--- src/skip_cond_eval.sv ---
// shared constants and the branch/skip condition evaluator
package skip_branch_pkg;
    localparam int FLAG_C   = 0;
    localparam int FLAG_Z   = 1;
    localparam int FLAG_N   = 2;
    localparam int FLAG_V   = 3;
    localparam int FLAG_S   = 4;
    localparam int FLAG_H   = 5;
    localparam int FLAG_T   = 6;
    localparam int FLAG_I   = 7;
    localparam int PC_RESET_VAL     = 0;
    localparam int OFFSET_W         = 7;
    localparam int CYC_NOT_TAKEN    = 1;
    localparam int CYC_BRANCH_TAKEN = 2;
    localparam int CYC_SKIP_ONE     = 2;
    localparam int CYC_SKIP_TWO     = 3;
    localparam int SKIP_ONE_WORDS   = 2;
    localparam int SKIP_TWO_WORDS   = 3;

    typedef enum logic [4:0] {
        op_other,
        op_skip_reg_bit_clear,
        op_skip_reg_bit_set,
        op_skip_io_bit_clear,
        op_skip_io_bit_set,
        op_branch_flag_set,
        op_branch_flag_clear,
        op_branch_zero_set,
        op_branch_zero_clear,
        op_branch_carry_set,
        op_branch_carry_clear,
        op_branch_same_or_higher,
        op_branch_unsigned_lower,
        op_branch_negative,
        op_branch_positive,
        op_branch_signed_ge,
        op_branch_signed_lt,
        op_branch_halfcarry_set,
        op_branch_halfcarry_clear,
        op_branch_transfer_set,
        op_branch_transfer_clear,
        op_branch_overflow_set
    } op_t;

    function automatic logic is_skip(input op_t op);
        return op inside {op_skip_reg_bit_clear, op_skip_reg_bit_set,
                          op_skip_io_bit_clear, op_skip_io_bit_set};
    endfunction

    function automatic logic is_branch(input op_t op);
        return (op != op_other) && !is_skip(op);
    endfunction
endpackage

module skip_cond_eval
    import skip_branch_pkg::*;
(
    input  op_t        op,
    input  wire  [2:0] bit_sel,
    input  wire  [7:0] reg_val,
    input  wire  [7:0] io_val,
    input  wire  [7:0] status_flags,
    output logic       cond
);
    logic sel_reg;
    logic sel_io;
    logic sel_flag;
    logic sign_lt;

    always_comb begin
        sel_reg  = reg_val[bit_sel];
        sel_io   = io_val[bit_sel];
        sel_flag = status_flags[bit_sel];
        sign_lt  = status_flags[FLAG_N] ^ status_flags[FLAG_V];
        case (op)
            // skip_reg_bit_clear kept for completeness: bit clear
            op_skip_reg_bit_clear:     cond = !sel_reg;
            op_skip_reg_bit_set:       cond = sel_reg;
            op_skip_io_bit_clear:      cond = !sel_io;
            op_skip_io_bit_set:        cond = sel_io;
            op_branch_flag_set:        cond = sel_flag;
            op_branch_flag_clear:      cond = !sel_flag;
            op_branch_zero_set:        cond = status_flags[FLAG_Z];
            op_branch_zero_clear:      cond = !status_flags[FLAG_Z];
            op_branch_carry_set,
            op_branch_unsigned_lower:  cond = status_flags[FLAG_C];
            op_branch_carry_clear:     cond = !status_flags[FLAG_C];
            op_branch_same_or_higher:  cond = !status_flags[FLAG_C];
            op_branch_negative:        cond = status_flags[FLAG_N];
            op_branch_positive:        cond = !status_flags[FLAG_N];
            op_branch_signed_ge:       cond = !sign_lt;
            op_branch_signed_lt:       cond = sign_lt;
            op_branch_halfcarry_set:   cond = status_flags[FLAG_H];
            op_branch_halfcarry_clear: cond = !status_flags[FLAG_H];
            op_branch_transfer_set:    cond = status_flags[FLAG_T];
            op_branch_transfer_clear:  cond = !status_flags[FLAG_T];
            op_branch_overflow_set:    cond = status_flags[FLAG_V];
            default:                   cond = 1'b0;
        endcase
    end
endmodule

--- src/conditional_skip_branch_unit.sv ---
// next-address logic for conditional skip and relative branch instructions
// Summary of operation
// - register bit set: skip next instruction, pc plus 2 or 3, 1-3 cycles
// - io register bit clear: skip next instruction, else sequential
// - io register bit set: skip next instruction, 1-3 cycles
// - selected flag set: pc becomes pc plus offset plus one, 1-2 cycles
// - selected flag clear: pc becomes pc plus offset plus one
// - carry clear branch jumps only when carry is zero
// - same-or-higher branch shares the carry-clear condition
// - half-carry set and clear branches jump on that flag
// - transfer-set branch jumps when transfer flag is one
// - transfer-clear branch jumps when transfer flag is zero
// - signed greater-or-equal jumps when negative xor overflow is zero
// - signed less-than jumps when negative xor overflow is one
module conditional_skip_branch_unit
    import skip_branch_pkg::*;
#(
    parameter int PC_W = 12
) (
    input  wire              clk,
    input  wire              rst,
    input  wire              ce,
    input  wire              instr_valid,
    input  op_t              op,
    input  wire  [2:0]       bit_sel,
    input  wire  [7:0]       reg_val,
    input  wire  [7:0]       io_val,
    input  wire  [7:0]       status_flags,
    input  wire  [6:0]       offset,
    input  wire              next_is_two_word,
    output logic [PC_W-1:0]  program_counter,
    output logic [7:0]       flags_out,
    output logic             busy,
    output logic             done,
    output logic             taken
);
    if (PC_W < OFFSET_W + 1 || PC_W > 22) begin : g_bad_width
        $error("PC_W out of range");
    end

    typedef enum logic { st_idle, st_exec } state_t;

    state_t          state_q;
    logic [1:0]      remain_q;
    logic            cond;
    logic            accept;
    logic [PC_W-1:0] next_pc;
    logic [1:0]      cycles;

    function automatic logic [PC_W-1:0] pc_add(input logic [PC_W-1:0] pc,
                                               input logic [PC_W-1:0] inc);
        return PC_W'(pc + inc);
    endfunction

    skip_cond_eval u_cond (
        .op           (op),
        .bit_sel      (bit_sel),
        .reg_val      (reg_val),
        .io_val       (io_val),
        .status_flags (status_flags),
        .cond         (cond)
    );

    // a new instruction is only taken while no multi-cycle one is pending
    assign accept = ce && instr_valid && (state_q == st_idle);

    always_comb begin
        next_pc = pc_add(program_counter, PC_W'(1));
        cycles  = 2'(CYC_NOT_TAKEN);
        if (cond && is_skip(op)) begin
            // two-word follower needs one more word and one more cycle
            if (next_is_two_word) begin
                next_pc = pc_add(program_counter, PC_W'(SKIP_TWO_WORDS));
                cycles  = 2'(CYC_SKIP_TWO);
            end else begin
                next_pc = pc_add(program_counter, PC_W'(SKIP_ONE_WORDS));
                cycles  = 2'(CYC_SKIP_ONE);
            end
        end else if (cond && is_branch(op)) begin
            // offset is signed words, relative to the following word
            next_pc = pc_add(program_counter,
                      PC_W'({{(PC_W-OFFSET_W){offset[6]}}, offset})
                      + PC_W'(1));
            cycles  = 2'(CYC_BRANCH_TAKEN);
        end
    end

    always_ff @(posedge clk) begin
        if (rst) begin
            program_counter <= PC_W'(PC_RESET_VAL);
        end else if (accept) begin
            program_counter <= next_pc;
        end
    end

    always_ff @(posedge clk) begin
        if (rst) begin
            state_q  <= st_idle;
            remain_q <= 2'h0;
            busy     <= 1'b0;
            done     <= 1'b0;
            taken    <= 1'b0;
        end else if (ce) begin
            done <= 1'b0;
            case (state_q)
                st_idle: begin
                    if (accept) begin
                        taken <= cond && (op != op_other);
                        if (cycles == 2'(CYC_NOT_TAKEN)) begin
                            done <= 1'b1;
                        end else begin
                            state_q  <= st_exec;
                            busy     <= 1'b1;
                            remain_q <= cycles - 2'h1;
                        end
                    end
                end
                st_exec: begin
                    if (remain_q == 2'h1) begin
                        state_q <= st_idle;
                        busy    <= 1'b0;
                        done    <= 1'b1;
                    end
                    remain_q <= remain_q - 2'h1;
                end
                default: begin
                    state_q <= st_idle;
                    busy    <= 1'b0;
                end
            endcase
        end
    end

    // flags only ever mirrored, never written by this block
    always_ff @(posedge clk) begin
        if (rst) begin
            flags_out <= 8'h00;
        end else if (ce) begin
            flags_out <= status_flags;
        end
    end
endmodule

--- config.mk ---
export PLATFORM = sky130hd
export DESIGN_NAME = conditional_skip_branch_unit
export DESIGN_NICKNAME = d
export VERILOG_FILES = /design/src/skip_cond_eval.sv /design/src/conditional_skip_branch_unit.sv
export SDC_FILE = /design/constraint.sdc
export NUM_CORES = 1
export LEC_CHECK = 0
export BUFFER_PORTS_ARGS = -buffer_cell sky130_fd_sc_hd__buf_2
export CORE_ASPECT_RATIO = 2
export CORE_MARGIN = 2
export CORE_UTILIZATION = 30
export DETAILED_ROUTE_END_ITERATION = 7
export SLEW_MARGIN = 20
export SYNTH_ARGS = -nofsm -noshare
export SYNTH_HDL_FRONTEND = slang
export SYNTH_HIERARCHICAL = 1
export SYNTH_SLANG_ARGS = --single-unit
--- constraint.sdc ---
create_clock -name clk -period 14.7 [get_ports clk]
set_clock_uncertainty 0.05 [all_clocks]
set_input_delay 2.94 -clock clk [delete_from_list [all_inputs] [get_ports clk]]
set_output_delay 2.94 -clock clk [all_outputs]
set_load 0.02 [all_outputs]
==> results of run 1 <==
-- power breakdown --
group / internal [uW] / total, uW / switching, uW / leakage [uW]
logic: 32.1 / 75.0 / 42.9 / 0.000974
clock network: 54.4 / 83.9 / 29.5 / 0.0000511
registers: 75.8 / 82.2 / 6.39 / 0.000213
-- area by class of cell --
cell class,instances,area share
sequential,26,0.181
inverter,9,0.0117
clock buffer,3,0.0261
multi-input combinational,253,0.615
timing repair buffer,66,0.115
clock inverter,1,0.0104
tap,96,0.0417
-- synth_stat cells, drive strengths merged, types with 5 or more instances --
master	count
ha	13
nand4	5
nand2b	6
nand2	18
or4	5
nor4	5
mux2i	21
nor2b	13
nor3	9
dfxtp	26
nand3	11
buf	8
xnor2	7
o21ai	19
a211oi	7
clkbuf	12
a21oi	22
nor2	34
or3	6
inv	9
-- cells in the final DEF (no fill, tap or decap), types with 9 or more instances in the layout --
cell     synthesis  routed
buf_2            3      66
nor2_1          34      34
dfxtp_1         26      26
a21oi_1         22      22
mux2i_1         21      21
nand2_1         18      18
o21ai_0         18      18
nor2b_1         13      13
ha_1            13      13
nand3_1         10      10
inv_1            9       9
nor3_1           9       9
-- per-layer routing --
metal  wire (microns)  part of all wire  GRT usage  up-vias
li1                 -                 -          -     1256
met1             2540              0.37      0.177     1192
met2             3840              0.56      0.307       77
met3              321             0.047     0.0205       12
met4              175             0.025     0.0692        0
met5                0                 0          0        -
-- how the worst max path moves through the flow --
| stage | from | end | slack, ns |
|---|---|---|---|
| final | bit_sel[0] | program_counter[8] | 7.69 |
| after global routing | bit_sel[0] | program_counter[8] | 7.44 |
| after CTS | bit_sel[0] | program_counter[8] | 7.71 |
| after detailed placement | bit_sel[0] | program_counter[8] | 7.43 |
| after global placement | bit_sel[0] | program_counter[8] | 7.60 |
| after floorplan | bit_sel[0] | program_counter[8] | 7.93 |
-- through the flow --
step / area (sq um) / std cells / power (uW) / setup WS (ns)
2_1_floorplan: 2430 / 308 / 137 / 7.93
3_3_place_gp: 2770 / 450 / 157 / 7.60
3_5_place_dp: 2770 / 450 / 159 / 7.43
4_1_cts: 2880 / 454 / 243 / 7.71
5_1_grt: 2880 / 454 / 256 / 7.44
6_report: 2880 / 454 / 241 / 7.69
-- cell families (layout without fill, tap and decap cells) --
family,after synthesis,in the layout,synth area share
AO/OA/AOI/OAI,79,79,0.211
XOR/XNOR,9,9,0.0325
adder cells (fa/ha/maj),14,14,0.0753
buffers and inverters,29,79,0.0562
flip-flops,26,26,0.215
multiplexers,27,27,0.139
AND/OR/NAND/NOR,124,124,0.271
-- worst max-delay path, stage by stage --
cell and delay [ns]:
buf_2 0.19, mux4_1 0.56, mux2i_1 0.20, mux2i_1 0.23, nor4_1 0.06, or4_1 0.47
a21boi_0 0.18, nand2_1 0.10, ha_1 0.18, inv_1 0.07, fa_1 0.38, nand2b_1 0.20
a21oi_1 0.27, o41ai_1 0.18, o311a_1 0.33, or4_1 0.48, a21oi_1 0.14
-- sequential cells by signal (all words and copies together) (netlist names) --
register         flops
busy                 1
done                 1
flags_out            8
program_counter     12
remain_q             2
state_q              1
taken                1
==> impl_metrics.csv, run 1 <==
group,metric,value,unit
status,status,"complete, no violations",
layout,n_antenna_cell,0,
setup_path,ff2ff_path_depth,9,
setup_path,regToRegStartpoint,"program_counter[0]",
yosys,syn_avg_cell_area,7.88,sq um
layout,fin_nets,417,
layout,seqCellArea,520,sq um
yosys,ys_warn_count,6,
grt,antenna_found_initial,0,
place,port_buffers,66,
setup_path,arrival,7.16,ns
drt,antenna_left,0,
yosys,synthCells,308,
yosys,yosysTopAreaCellShare,0.215,
yosys,syn_nets,366,
place,place_congestion,0.888,
pwr,leakage,0.00124,uW
grt,grt_pass1_wl,11600,microns
setup_path,rrSetupSlack,11.88,ns
hold_path,hold_path_class,"flop to flop",
layout,fillers,813,
grt,grt.overflow.total,0,
pwr,power.density,83.8,nW/um^2
sta,tightest_slew,0.792,ns
setup_path,end_kind,"flop",
cts,path_clk_slew,0.07,ns
setup_path,timing.rr.end,"program_counter[8]",
die,initial_core_util,0.308,
cts,postCtsHoldBufs,0,
hold_path,min_from,"remain_q[1]",
hold_path,min_to,"remain_q[1]",
setup_path,critPathLaunchType,"input port",
die,ioPinCount,67,
sta,rsz0062_at_grt,"false",
cts,clock_sinks,26,
place,dp_hpwl,5340,microns
yosys,synth_seq_cells,26,
layout,drive_above_1_share,0.215,
drt,viasPerCell,5.59,
flow_run,maxCapViolCount,0,
drt,drt_iter0_drc,133,
layout,final_util,0.365,
die,die_x,67.6,microns
sta,holdWs,0.433,ns
cts,cts_max_path_buffers,2,
cts,cts_root_buf,"clkbuf_16",
die,dieHeight,131,microns
die,core-area,7890,sq um
hold_path,whs_path_depth,2,
yosys,synth_edf_count,0,
cts,cts_inserted_buffers,3,
setup_path,cp_max_fo,7,
grt,track_usage,0.166,
yosys,seq_area_frac_synth,0.215,
drt,dr.pass1.iters,4,
setup_path,required,14.86,ns
drt,wl_per_cell,15.1,microns
yosys,synth_area_leaders,"dfxtp_1 (21%), mux2i_1 (8.7%), ha_1 (6.7%)",
cts,clock_latency,0.27,ns
setup_path,path_class,"input port to flop",
pwr,vdd_drop_max,0.0583,mV
yosys,synth_area_leader_cell,"dfxtp_1",
drt,routed_wl,6870,microns
sta,final_hold_viol_count,0,
drt,via_count,2537,
layout,multi_input_area,1770,sq um
cts,post_cts_resized,0,
drt,drc,0,
sta,min_period_over_period,0.477,
cts,cts_setup_buffers,0,
cts,ctsHtreeMaxLevel,1,
die,die-area,8870,sq um
sta,slew_headroom,0.470,
yosys,netlist_area,2430,sq um
sta,final_max_slew_viol_count,0,
layout,area_growth,18.7,%
sta,setup_tns,0,ns
sta,fin_crit,7.01,ns
grt,grt_pass1_vias,2531,
die,placementRows,46,
sta,fmax,143,MHz
yosys,synth_ff_type,"dfxtp_1",
sta,setup_viol,0,
grt,grt_max_degree,32,
yosys,synth_cell_types,59,
yosys,async_flop_share,0,
cts,tritoncts,"done",
No activity file was read; power rests on OpenSTA's default activity.
==> inputs of run 2 (changes only) <==
- ABC_AREA: default -> 1
- clock period: 14.7 -> 6.36 ns (I/O delays scaled with it)
==> run 2 against run 1 <==
Against the previous run:
- combinational power grew to 2.6 times the previous value
- worst setup slack lost 5.7 ns
- critical endpoint is now program_counter[11]
- critical path type unchanged
- critical path depth rose by 10
==> impl_metrics.csv, run 2 <==
group,metric,value,unit
status,status,"complete, no violations",
die,initial_core_util,0.311,
pwr,leakage,0.00172,uW
layout,fin_nets,571,
place,pre_cts_ws,1.78,ns
cts,tritoncts,"done",
die,die-area,9790,sq um
cts,post_cts_resized,0,
layout,fin_cells,612,
layout,fillers,958,
cts,cts_max_path_buffers,2,
cts,cts_root_buf,"clkbuf_16",
cts,cts_setup_buffers,0,
cts,postCtsHoldBufs,0,
layout,reg_top3,"program_counter (12), flags_out (8), remain_q (2)",
setup_path,path_class,"input port to flop",
cts,cts_inserted_buffers,3,
sta,setup_tns,0,ns
place,port_buffers,66,
place,place_congestion,0.898,
sta,fin_crit,4.34,ns
pwr,power.density,181,nW/um^2
yosys,synth_cell_types,41,
pwr,net-switching-power,203,uW
yosys,synth_area_leader_cell,"dfxtp_1",
grt,track_usage,0.172,
cts,ctsHtreeMaxLevel,1,
yosys,synth_ff_type,"dfxtp_1",
drt,antenna_left,0,
place,dp_hpwl,6780,microns
sta,holdWs,0.447,ns
yosys,ys_warn_count,6,
cts,path_clk_slew,0.07,ns
sta,setup_viol,0,
drt,routed_wl,8350,microns
flow_run,maxCapViolCount,0,
drt,wl_per_cell,13.6,microns
yosys,syn_avg_cell_area,5.95,sq um
layout,seqCellArea,520,sq um
pwr,clkPwrFrac,0.329,
yosys,syn_nets,510,
sta,final_hold_viol_count,0,
sta,min_period_over_period,0.682,
yosys,seq_area_frac_synth,0.193,
pwr,p_int,372,uW
grt,antenna_found_initial,0,
drt,via_count,3099,
drt,dr.pass1.iters,4,
die,ioPinCount,67,
pwr,pwr-share-comb,0.338,
yosys,async_flop_share,0,
die,dieHeight,138,microns
sta,tightest_slew,0.686,ns
sta,slew_headroom,0.542,
hold_path,hold_path_class,"flop to flop",
yosys,synthCells,452,
cts,clock_latency,0.26,ns
layout,final_cell_mix,"nand2_1 (109), inv_1 (67), buf_2 (66)",
drt,drc,0,
yosys,synth_edf_count,0,
layout,mostFrequentLayoutCell,"nand2_1",
layout,regMostFlops,"program_counter",
setup_path,cp_max_fo,14,
pwr,power_frac_seq,0.333,
layout,multi_input_area,1820,sq um
sta,rsz0062_at_grt,"false",
setup_path,required,6.51,ns
layout,drive_above_1_share,0.201,
yosys,synthTopCellsByCount,"nand2_1 (109), inv_1 (67), nor2_1 (56), nand3_1 (45), o21ai_0 (36)",
pwr,vdd_drop_max,0.0893,mV
setup_path,end_kind,"flop",
place,placedCellCount,608,
sta,fmax,230,MHz
die,die_x,71.0,microns
layout,largest_reg_flops,12,
die,placementRows,48,
yosys,netlist_area,2690,sq um
layout,area_growth,18.0,%
drt,viasPerCell,5.06,
die,core-area,8650,sq um
setup_path,rrSetupSlack,4.05,ns
grt,grt_pass1_wl,13700,microns
sta,final_max_slew_viol_count,0,
grt,grt_pass1_vias,3044,
layout,n_antenna_cell,0,
cts,clock_sinks,26,
yosys,synth_seq_cells,26,
sta,fin_ws,2.02,ns
setup_path,critPathLaunchType,"input port",
yosys,yosysMostFrequentCell,"nand2_1",
setup_path,arrival,4.49,ns
grt,grt.overflow.total,0,
grt,grt_max_degree,24,
yosys,synth_area_leaders,"dfxtp_1 (19%), nand2_1 (15%), inv_1 (9.3%)",
yosys,yosysTopAreaCellShare,0.193,
pwr,switching_share,0.353,
drt,drt_iter0_drc,170,
## run 2: changes by cell type in the layout (fill, tap and decap cells not counted), moves of 8 or more
cell	before	now
a31oi_1	3	11
nor2_1	34	56
nor2b_1	13	0
mux2i_1	21	0
nand2_1	18	109
o21ai_0	18	36
nor3_1	9	1
inv_1	9	67
nand3_1	10	45
## run 2: area by class of cell
| class | instances | area share |
|---|---|---|
| inverter | 72 | 0.0851 |
| tap | 100 | 0.0394 |
| timing repair buffer | 67 | 0.106 |
| clock inverter | 1 | 0.00945 |
| clock buffer | 3 | 0.0236 |
| sequential | 26 | 0.164 |
| multi-input combinational | 343 | 0.572 |
## run 2: per-layer routing
metal	part of all wire	GRT usage	up-vias	wire, microns
met1	0.36	0.172	1390	3030
met5	0	0	-	0
li1	-	-	1585	-
met2	0.56	0.343	99	4650
met3	0.043	0.0153	25	356
met4	0.037	0.0849	0	313
## run 2: power groups by stage
stage               Combinational [uW]  Clock [uW]  Sequential (uW)
finish                             194         189              191
floorplan                          123           0              205
CTS                                195         192              191
global route                       220         195              193
global placement                   193           0              195
detailed placement                 194           0              195
## run 2: final timing paths
path	endpoint	cells after the start	startpoint
min	flags_out[6]	2	flags_out[6]
max reg2reg	program_counter[10]	16	program_counter[1]
max	program_counter[11]	27	bit_sel[0]
min reg2reg	flags_out[6]	2	flags_out[6]
## run 2: stage by stage
| step | area (sq um) | util | total power, uW |
|---|---|---|---|
| after floorplan | 2690 | - | 328 |
| after global placement | 3070 | 0.355 | 388 |
| after detailed placement | 3070 | 0.355 | 389 |
| after CTS | 3180 | 0.367 | 578 |
| after global routing | 3180 | 0.367 | 608 |
| final | 3180 | 0.367 | 574 |
## run 2: kinds of logic after synthesis
group,after synthesis,synth area share
buffers and inverters,83,0.131
and+or+nand+nor,241,0.405
xor gates and xnor gates,7,0.0256
DFF,26,0.193
adders and majority gates,14,0.0679
AOI/OAI and AO/OA,81,0.177
## run 2: critical path, cell delays in order
cell      delay (ns)
buf_2           0.24
inv_2           0.15
nand2_2         0.08
nand2_1         0.04
nand2_1         0.05
nand3_1         0.11
nand2_1         0.09
nand2_1         0.05
nand2_1         0.05
inv_1           0.03
nand3_1         0.10
inv_1           0.08
a21oi_4         0.30
o21ai_0         0.14
a21oi_1         0.14
ha_1            0.29
a21oi_1         0.26
nand2_1         0.11
nand2_1         0.08
nand3b_1        0.17
nand3_2         0.16
o21bai_4        0.08
nand2_2         0.08
nand2_1         0.05
nand2_1         0.08
nand3_2         0.07
a21oi_2         0.11
